[config.mk]
export PLATFORM = sky130hd
export DESIGN_NAME = srg_rate_gen
export DESIGN_NICKNAME = d
export VERILOG_FILES = /design/src/design/srg_rate_gen.v
export VERILOG_INCLUDE_DIRS = /design/src /design/src/pkg
export SDC_FILE = /design/constraint.sdc
export NUM_CORES = 1
export LEC_CHECK = 0
export ABC_AREA = 1
export BUFFER_PORTS_ARGS = -buffer_cell sky130_fd_sc_hd__buf_2
export CAP_MARGIN = 10
export CORE_MARGIN = 1
export CORE_UTILIZATION = 55
export CTS_CLUSTER_SIZE = 24
export DETAILED_ROUTE_END_ITERATION = 16
export PLACE_DENSITY = 0.79
export SYNTH_ARGS = -nofsm -noshare
export SYNTH_HDL_FRONTEND = slang
export SYNTH_SLANG_ARGS = --single-unit
[constraint.sdc]
create_clock -name clk -period 4.4 [get_ports clk]
set_clock_uncertainty 0.15 [all_clocks]
set_input_delay 0.88 -clock clk [delete_from_list [all_inputs] [get_ports clk]]
set_output_delay 0.88 -clock clk [all_outputs]
set_load 0.01 [all_outputs]
[src/pkg/srg_defs.vh]
`ifndef SRG_DEFS_VH
`define SRG_DEFS_VH

// Register byte offsets
`define SRG_CFG_ONE_ADDR 8'h00
`define SRG_CFG_TWO_ADDR 8'h04
`define SRG_PIN_CTRL_ADDR 8'h08
`define SRG_PORT_CTRL_ADDR 8'h0C
`define SRG_STATUS_ADDR 8'h10

// rate_gen_config_one fields
`define SRG_DIV_LSB 0
`define SRG_DIV_MSB 7
`define SRG_FRAME_WIDTH_FIELD_LSB 8
`define SRG_FRAME_WIDTH_FIELD_MSB 15

// rate_gen_config_two fields
`define SRG_FRAME_PERIOD_FIELD_LSB 0
`define SRG_FRAME_PERIOD_FIELD_MSB 11
`define SRG_TX_FROM_GEN_BIT 12
`define SRG_SRC_MODE_BIT 13
`define SRG_RESYNC_BIT 15

// pin_control_reg fields
`define SRG_RX_CLK_POL_BIT 0
`define SRG_TX_CLK_POL_BIT 1
`define SRG_SRC_PIN_SEL_BIT 2
`define SRG_RX_CLK_INT_BIT 8
`define SRG_TX_CLK_INT_BIT 9
`define SRG_RX_FRM_INT_BIT 10
`define SRG_TX_FRM_INT_BIT 11

// port control fields (active-low resets)
`define SRG_RX_RST_N_BIT 0
`define SRG_TX_RST_N_BIT 1
`define SRG_GEN_RST_N_BIT 2
`define SRG_FRM_RST_N_BIT 3

// Status fields
`define SRG_ST_CLK_BIT 0
`define SRG_ST_FRM_BIT 1
`define SRG_ST_SYNCED_BIT 2

// Reset values
`define SRG_CFG_ONE_RST 16'h0001
`define SRG_CFG_TWO_RST 16'h2000
`define SRG_PIN_CTRL_RST 12'h000
`define SRG_PORT_CTRL_RST 4'h0

// Divider input selection codes {pin select, mode}
`define SRG_SEL_RESERVED 2'b00
`define SRG_SEL_PERIPH 2'b01
`define SRG_SEL_RX_PIN 2'b10
`define SRG_SEL_TX_PIN 2'b11

// AHB transfer type
`define SRG_HTRANS_NONSEQ 2'b10

`endif

[src/design/srg_rate_gen.v]
// Notes on behaviour
// - With resync on, each rising receive frame-sync restarts divider and emits one frame pulse.
// - Sample clock starts high after every resynchronisation.
// - Frame-sync is sampled on the same input-clock tick that advances the divider.
// - In resync mode the frame period field is ignored; external pulses set the period.
// - Resync off: clock runs free, frame period comes from the frame period field.
// - Resynchronisation applies only when an external clock pin feeds the divider.
// - Divider input select: 00 reserved, 01 peripheral clock, 10 rx pin, 11 tx pin.
// - Lockstep transmit needs generator frame pulse and sample clock on both port clocks.
// - Device reset clears generator, frame, receiver and transmitter reset bits.
// - During device reset sample clock toggles at clock/2, frame pulse stays low.
// - Software generator reset holds sample clock and frame pulse low.
// - After release the sample clock goes high on next tick, divides by field plus one.
// - First frame pulse rises after frame period field plus one sample clocks.
// - Frame width field 0 gives a pulse one sample clock wide.
// - Resynced frame pulse is regenerated with a minimum width of whole sample clocks.
// - In resync mode the clock free-runs until the first external frame-sync.
// - Each frame pulse lasts frame width field plus one sample clocks.
// - Duty 50% for even divide; odd 2p+1 gives p+1 high, p low.
//
// Decided for this implementation: the register offsets and register access over AHB-Lite.
`timescale 1ns/10ps
`include "srg_defs.vh"

module srg_rate_gen #(
  parameter DIV_W = 8,
  parameter FRAME_WIDTH_FIELD_W = 8,
  parameter FRAME_PERIOD_FIELD_W = 12
) (
  input wire clk,
  input wire reset_n,
  input wire hsel,
  input wire [31:0] haddr,
  input wire [1:0] htrans,
  input wire hwrite,
  input wire [2:0] hsize,
  input wire [31:0] hwdata,
  input wire hready,
  output reg [31:0] hrdata,
  output reg hreadyout,
  output reg hresp,
  input wire rxClockPinIn,
  output reg rxClockPinOut,
  output reg rxClockPinOe,
  input wire txClockPinIn,
  output reg txClockPinOut,
  output reg txClockPinOe,
  input wire rxFrameSyncPin,
  output reg txFrameSyncPinOut,
  output reg txFrameSyncPinOe,
  output reg sampleClockOut,
  output reg generatedFramePulse,
  output reg receiverResetN,
  output reg transmitterResetN
);

////////////////////////////////////////////////////////////////////////////////
// Register file and AHB-Lite slave

reg [15:0] cfgOne;
reg [15:0] cfgTwo;
reg [11:0] pinCtrl;
reg [3:0] portCtrl;
reg wrPending;
reg [7:0] wrAddr;
reg synced;

wire addrValid = hsel && hready && (htrans == `SRG_HTRANS_NONSEQ);
wire [7:0] addrLow = haddr[7:0];
wire [31:0] statusWord = {29'h0, synced, generatedFramePulse, sampleClockOut};
wire inRange = (haddr[31:8] == 24'h000000);
reg [31:0] next_hrdata;

always @* begin
  next_hrdata = 32'h00000000;
  if (addrValid && !hwrite && inRange) begin
    case (addrLow)
      `SRG_CFG_ONE_ADDR: next_hrdata = {16'h0000, cfgOne};
      `SRG_CFG_TWO_ADDR: next_hrdata = {16'h0000, cfgTwo};
      `SRG_PIN_CTRL_ADDR: next_hrdata = {20'h00000, pinCtrl};
      `SRG_PORT_CTRL_ADDR: next_hrdata = {28'h0000000, portCtrl};
      `SRG_STATUS_ADDR: next_hrdata = statusWord;
      default: next_hrdata = 32'h00000000;
    endcase
  end
end

always @(posedge clk or negedge reset_n) begin
  if (!reset_n) begin
    hrdata <= 32'h00000000;
    hreadyout <= 1'b0;
    hresp <= 1'b0;
    wrPending <= 1'b0;
    wrAddr <= 8'h00;
    cfgOne <= `SRG_CFG_ONE_RST;
    cfgTwo <= `SRG_CFG_TWO_RST;
    pinCtrl <= `SRG_PIN_CTRL_RST;
    portCtrl <= `SRG_PORT_CTRL_RST;
  end else begin
    hreadyout <= 1'b1;
    hresp <= 1'b0;
    hrdata <= next_hrdata;
    wrPending <= addrValid && hwrite && inRange;
    wrAddr <= addrLow;
    if (wrPending) begin
      case (wrAddr)
        `SRG_CFG_ONE_ADDR: cfgOne <= hwdata[15:0];
        `SRG_CFG_TWO_ADDR: cfgTwo <= hwdata[15:0];
        `SRG_PIN_CTRL_ADDR: pinCtrl <= hwdata[11:0];
        `SRG_PORT_CTRL_ADDR: portCtrl <= hwdata[3:0];
        default: portCtrl <= portCtrl;
      endcase
    end
  end
end

wire [DIV_W-1:0] divField = cfgOne[`SRG_DIV_MSB:`SRG_DIV_LSB];
wire [FRAME_WIDTH_FIELD_W-1:0] widthField = cfgOne[`SRG_FRAME_WIDTH_FIELD_MSB:`SRG_FRAME_WIDTH_FIELD_LSB];
wire [FRAME_PERIOD_FIELD_W-1:0] periodField = cfgTwo[`SRG_FRAME_PERIOD_FIELD_MSB:`SRG_FRAME_PERIOD_FIELD_LSB];
wire resyncEnable = cfgTwo[`SRG_RESYNC_BIT];
wire genRunN = portCtrl[`SRG_GEN_RST_N_BIT];
wire frameRunN = portCtrl[`SRG_FRM_RST_N_BIT];
wire [1:0] srcSel = {pinCtrl[`SRG_SRC_PIN_SEL_BIT], cfgTwo[`SRG_SRC_MODE_BIT]};

////////////////////////////////////////////////////////////////////////////////
// Pin synchronisers and divider input tick

reg [1:0] rxClkSync;
reg [1:0] txClkSync;
reg [1:0] fsSync;
reg rxClkLast;
reg txClkLast;

always @(posedge clk or negedge reset_n) begin
  if (!reset_n) begin
    rxClkSync <= 2'b00;
    txClkSync <= 2'b00;
    fsSync <= 2'b00;
    rxClkLast <= 1'b0;
    txClkLast <= 1'b0;
  end else begin
    rxClkSync <= {rxClkSync[0], rxClockPinIn};
    txClkSync <= {txClkSync[0], txClockPinIn};
    fsSync <= {fsSync[0], rxFrameSyncPin};
    rxClkLast <= rxClkSync[1];
    txClkLast <= txClkSync[1];
  end
end

wire rxRise = rxClkSync[1] && !rxClkLast;
wire rxFall = !rxClkSync[1] && rxClkLast;
wire txRise = txClkSync[1] && !txClkLast;
wire txFall = !txClkSync[1] && txClkLast;
reg tick;

// divider input selection, with pin polarity applied
always @* begin
  case (srcSel)
    `SRG_SEL_PERIPH: tick = 1'b1;
    `SRG_SEL_RX_PIN: tick = pinCtrl[`SRG_RX_CLK_POL_BIT] ? rxRise : rxFall;
    `SRG_SEL_TX_PIN: tick = pinCtrl[`SRG_TX_CLK_POL_BIT] ? txFall : txRise;
    default: tick = 1'b0;
  endcase
end

////////////////////////////////////////////////////////////////////////////////
// Clock divider with resynchronisation

// resync only with an external pin as divider input
wire resyncMode = resyncEnable && srcSel[1];
reg fsAtTick;
reg [DIV_W-1:0] divCnt;
reg clkLevel;

// frame-sync edge taken on the divider tick
wire resyncEvent = resyncMode && tick && fsSync[1] && !fsAtTick;
// reload on zero or on resync
wire reload = tick && ((divCnt == {DIV_W{1'b0}}) || resyncEvent);
wire [DIV_W-1:0] next_divCnt = reload ? divField : divCnt - {{(DIV_W-1){1'b0}}, 1'b1};
// high while count is in the upper part of the period
wire [DIV_W-1:0] highThresh = divField - (divField >> 1);
wire next_clkLevel = (next_divCnt >= highThresh);

always @(posedge clk or negedge reset_n) begin
  if (!reset_n) begin
    fsAtTick <= 1'b0;
    divCnt <= {DIV_W{1'b0}};
    clkLevel <= 1'b0;
    synced <= 1'b0;
  end else if (!genRunN) begin
    // Count parked at zero so the first tick after release reloads
    fsAtTick <= fsSync[1];
    divCnt <= {DIV_W{1'b0}};
    clkLevel <= 1'b0;
    synced <= 1'b0;
  end else begin
    if (tick) begin
      fsAtTick <= fsSync[1];
    end
    // first tick after release reloads and drives high
    // free-running until the first resync event
    if (tick) begin
      divCnt <= next_divCnt;
      clkLevel <= next_clkLevel;
    end
    if (!resyncMode) begin
      synced <= 1'b0;
    end else if (resyncEvent) begin
      synced <= 1'b1;
    end
  end
end

////////////////////////////////////////////////////////////////////////////////
// Frame pulse generator

reg [FRAME_PERIOD_FIELD_W-1:0] perCnt;
reg [FRAME_WIDTH_FIELD_W-1:0] widCnt;
reg frameLevel;
wire sampleRise = reload && genRunN;
// period field ignored in resync mode
wire frameStart = resyncMode ? resyncEvent : (sampleRise && perCnt == {FRAME_PERIOD_FIELD_W{1'b0}});

always @(posedge clk or negedge reset_n) begin
  if (!reset_n) begin
    perCnt <= {FRAME_PERIOD_FIELD_W{1'b0}};
    widCnt <= {FRAME_WIDTH_FIELD_W{1'b0}};
    frameLevel <= 1'b0;
  end else if (!genRunN || !frameRunN) begin
    // first pulse after period field plus one sample clocks
    perCnt <= periodField;
    widCnt <= {FRAME_WIDTH_FIELD_W{1'b0}};
    frameLevel <= 1'b0;
  end else begin
    if (sampleRise) begin
      perCnt <= (perCnt == {FRAME_PERIOD_FIELD_W{1'b0}}) ? periodField : perCnt - {{(FRAME_PERIOD_FIELD_W-1){1'b0}}, 1'b1};
    end
    // width field plus one whole sample clocks
    if (frameStart) begin
      frameLevel <= 1'b1;
      widCnt <= widthField;
    end else if (sampleRise && frameLevel) begin
      if (widCnt == {FRAME_WIDTH_FIELD_W{1'b0}}) begin
        frameLevel <= 1'b0;
      end else begin
        widCnt <= widCnt - {{(FRAME_WIDTH_FIELD_W-1){1'b0}}, 1'b1};
      end
    end
  end
end

////////////////////////////////////////////////////////////////////////////////
// Output flops

// No async reset: this flop must keep toggling while the device reset is held
always @(posedge clk) begin
  if (!reset_n) begin
    // sample clock at clock/2 under device reset
    case (sampleClockOut)
      1'b1: sampleClockOut <= 1'b0;
      default: sampleClockOut <= 1'b1;
    endcase
  end else begin
    // held low under software generator reset
    sampleClockOut <= genRunN && clkLevel;
  end
end

wire rxClkInt = pinCtrl[`SRG_RX_CLK_INT_BIT];
wire txClkInt = pinCtrl[`SRG_TX_CLK_INT_BIT];
wire txFrmInt = pinCtrl[`SRG_TX_FRM_INT_BIT];
wire txFromGen = cfgTwo[`SRG_TX_FROM_GEN_BIT];

always @(posedge clk or negedge reset_n) begin
  if (!reset_n) begin
    // frame pulse low under device reset
    generatedFramePulse <= 1'b0;
    rxClockPinOut <= 1'b0;
    rxClockPinOe <= 1'b0;
    txClockPinOut <= 1'b0;
    txClockPinOe <= 1'b0;
    txFrameSyncPinOut <= 1'b0;
    txFrameSyncPinOe <= 1'b0;
    receiverResetN <= 1'b0;
    transmitterResetN <= 1'b0;
  end else begin
    // frame pulse low under software reset
    generatedFramePulse <= genRunN && frameRunN && frameLevel;
    // port clocks and tx frame taken from the generator
    rxClockPinOut <= rxClkInt && genRunN && clkLevel;
    rxClockPinOe <= rxClkInt;
    txClockPinOut <= txClkInt && genRunN && clkLevel;
    txClockPinOe <= txClkInt;
    txFrameSyncPinOut <= txFrmInt && txFromGen && genRunN && frameRunN && frameLevel;
    txFrameSyncPinOe <= txFrmInt;
    receiverResetN <= portCtrl[`SRG_RX_RST_N_BIT];
    transmitterResetN <= portCtrl[`SRG_TX_RST_N_BIT];
  end
end

endmodule // srg_rate_gen

==> metrics.md <==
| Metric | Value |
|---|---|
| Source-to-sink clock delay at the later pin of the worst-skew pair | `0.43 ns` |
| Setup TNS | `0 ns` |
| Total clock sinks | `124` |
| Number of antenna repair diodes | `0` |
| DRC marker count from the first detailed-route iteration | `320` |
| Maximum number of pins on one net before global-route repair | `84` |
| Post-route fraction of the period consumed by the critical path | `67.26%` |
| Via count of the first global-routing pass | `about 4900` |
| Sequential share of the synthesized area | `48.17%` |
| Critical path's top delay family | `compound AO/OA/AOI/OAI gates` |
| Total power of the final layout | `3.545 mW` |
| Final-report max-slew violation count | `0` |
| Hpwl dp | `9.849 mm` |
| Largest voltage drop on the vdd net | `roughly 0.25 mV` |
| Starting density of the core | `56.37%` |
| Max-Cap Viols | `0` |
| Lkg Pwr | `between 3 and 4 nW` |
| Mean instance size in the synthesized netlist | `8.559 µm²` |
| Area of the core | `11420 µm²` |
| H-tree Lvls | `4` |
| Share of synthesized flip-flops with an asynchronous set or reset | `~99%` |
| Fillcell total | `954` |
| Die footprint | `about 12000 µm²` |
| Number of post-CTS setup repair buffers | `0` |
| RSZ-0062 raised after global routing | `no` |
| Port Buffer Count | `84` |
| Number of I/O pins | `roughly 120` |
| Area overhead of the layout relative to synthesis | `15.01%` |
| Worst endpoint data arrival time | `around 3.1 ns` |
| Post-synthesis register bit count | `between 100 and 150` |
| Failing checks | `DRC` |
| Global-route usage over all layers | `26.01%` |
| Post-cts hold buffer count | `0` |
| CTS tree | `yes` |
| Cell total after placement | `slightly below 1000` |
| Horiz. Die Dim | `around 110 µm` |
| Non-filler instance count after layout | `994` |
| Max FO, Critical Path | `16` |
| Cell area after layout | `~7400 µm²` |
| Least-Margin Pin Slew | `roughly 0.89 ns` |
| Clock Root Buffer | `clkbuf_16` |
| 1st-pass router iterations | `11` |
| Endpoints failing setup | `0` |
| Total area of sequential cells | `slightly above 3000 µm²` |
| Gate count after technology mapping | `752` |
| Most used cells in the layout excluding fill and tap cells | `nand2_1 (152), dfrtp_1 (121), inv_1 (101)` |
| Overflow after GRT | `0` |
| Post-synthesis instance area | `6436 µm²` |
| Worst slew slack as a fraction of its limit | `40.43%` |
| Kind of end point of the critical path | `register` |
| Worst stage delay on the critical path | `0.38 ns` |
| Power per Cell Area | `479.0 nW/µm²` |
| Total wire length after detailed routing | `14.42 mm` |
| Run status | `complete, but fails checks` |
| Number of hold violations in the final report | `0` |
| Cell area reported after detailed placement | `6848 µm²` |
| Post-detailed-route wirelength per cell | `14.51 µm` |
| Cell type of the slowest stage on the worst timing path | `dfrtp_1` |
| Leading cell type in the layout, fill and taps excluded | `nand2_1` |
| Flip-flop cell with the highest count after synthesis | `dfrtp_1` |
| Req. time, crit path | `4.57 ns` |
| Area of the multi-input gates | `2735 µm²` |
| Total clock buffers created by CTS | `17` |
| Ratio of cells with drive above 1 in the final layout | `18.68%` |
| Synthesis warning total | `0` |
| Routed via count divided by cell count | `5.305` |
| Vias | `5273` |
| EDFF count, synth | `0` |
| Post-synthesis cell type count | `47` |
| Number of antenna violations at the first check in global routing | `0` |
| # rows | `39` |
| DRC | `2` |
| Crit Path Category | `register to register` |
| Clock Pin Slew Worst Setup and Hold Paths | `0.06 ns` |
| Vertical die dimension | `110.2 µm` |
| Gp weighted congestion | `about 0.9` |
| Gates resized, CTS repair | `0` |
| Series of cell instances along the critical path | `inv_1 -> ha_1 -> nand3_1 -> o21ai_4 -> nand2_4 -> o21ai_0 -> inv_1 -> ha_1 -> nand2_1 -> nor2_1 -> nand4_1 -> o2111ai_1 -> a22o_1` |
| Final nets | `936` |
| Hold Path Class | `register to register` |
| Count of buffering cells on the critical path with inverters included | `2` |
| Routed Antenna Nets | `0` |
| Setup crit start kind | `register` |
| Wire length of the first global-routing pass | `23.52 mm` |
| Bufs on Longest Clock Path | `2` |
| Min cycle time layout | `between 2 and 3 ns` |
| Maximum clock frequency | `337.9 MHz` |
[stage by stage]
step                      hold slack [ns]  util (%)  setup WS [ns]
after floorplan                    0.1812         -          1.782
after global placement             0.1821     59.97          1.449
after detailed placement           0.1847     59.97          1.430
after CTS                          0.1985     64.83          1.446
after global routing               0.2067     64.83          1.250
final                              0.1984     64.83          1.441
[cells in the mapped netlist (9+ instances only)]
cell type / number / area, µm²
o21ai_1: 30 / 150.1
nand2_1: 152 / 570.6
a21oi_1: 25 / 125.1
nand4_1: 17 / 106.4
ha_1: 20 / 250.2
o21ai_2: 11 / 96.34
buf_4: 19 / 142.6
xnor2_1: 9 / 78.83
xor2_1: 10 / 87.58
nor2_1: 60 / 225.2
inv_1: 101 / 379.1
nand3_1: 43 / 215.2
dfrtp_1: 121 / 3028
o21ai_0: 44 / 220.2
o22ai_1: 10 / 62.56
[kinds of logic (layout without fill, tap and decap cells)]
kind of cell / after synthesis / after routing / share of synthesized area [%]
muxes: 1 / 1 / 0.1555
adders and majority gates: 21 / 21 / 4.199
xor gates and xnor gates: 19 / 19 / 2.586
other: 2 / 18 / 0.1167
and+or+nand+nor: 309 / 309 / 22.03
AOI/OAI and AO/OA: 138 / 138 / 12.48
buffers and inverters: 138 / 221 / 10.26
DFF: 124 / 124 / 48.17
[flip-flops by register name, indices dropped and copies added, names as in the netlist, 2 cells and up]
signal,flops
portCtrl,4
divCnt,8
widCnt,8
pinCtrl,12
cfgTwo,16
rxClkSync,2
perCnt,12
fsSync,2
cfgOne,16
txClkSync,2
wrAddr,8
hrdata,16
[routing by layer]
layer,up-vias,part of all wire (%),GRT usage [%]
met4,0,2.3,11.37
met5,-,0,0
li1,2613,-,-
met3,32,7.8,5.761
met1,2421,43,33.27
met2,207,47,42.59
[path summary, 6_finish.rpt]
kind / to / startpoint / cells past startpoint / slack (ns)
setup / recovery: clkLevel / divCnt[0] / 13 / 1.44
hold / removal: fsSync[1] / fsSync[0] / 0 / 0.20
setup reg to reg: clkLevel / divCnt[0] / 13 / 1.44
hold reg to reg: fsSync[1] / fsSync[0] / 0 / 0.20
max in group asynchronous: txFrameSyncPinOe / reset_n / 2 / 3.00
min in group asynchronous: portCtrl[2] / reset_n / 1 / 0.30
[report_power, final]
group	switching, mW	internal (mW)
Combinational	0.522	0.336
Sequential	0.109	1.28
Clock	0.556	0.743
[final cells by class]
class	instances	share of cell area, %
Tap cell	143	2.417
Multi-Input combinational cell	506	36.95
Timing Repair Buffer	85	5.984
Sequential cell	124	41.89
Clock buffer	18	5.933
Clock inverter	14	1.555
Inverter	104	5.274
No activity file was read; power rests on OpenSTA's default activity.
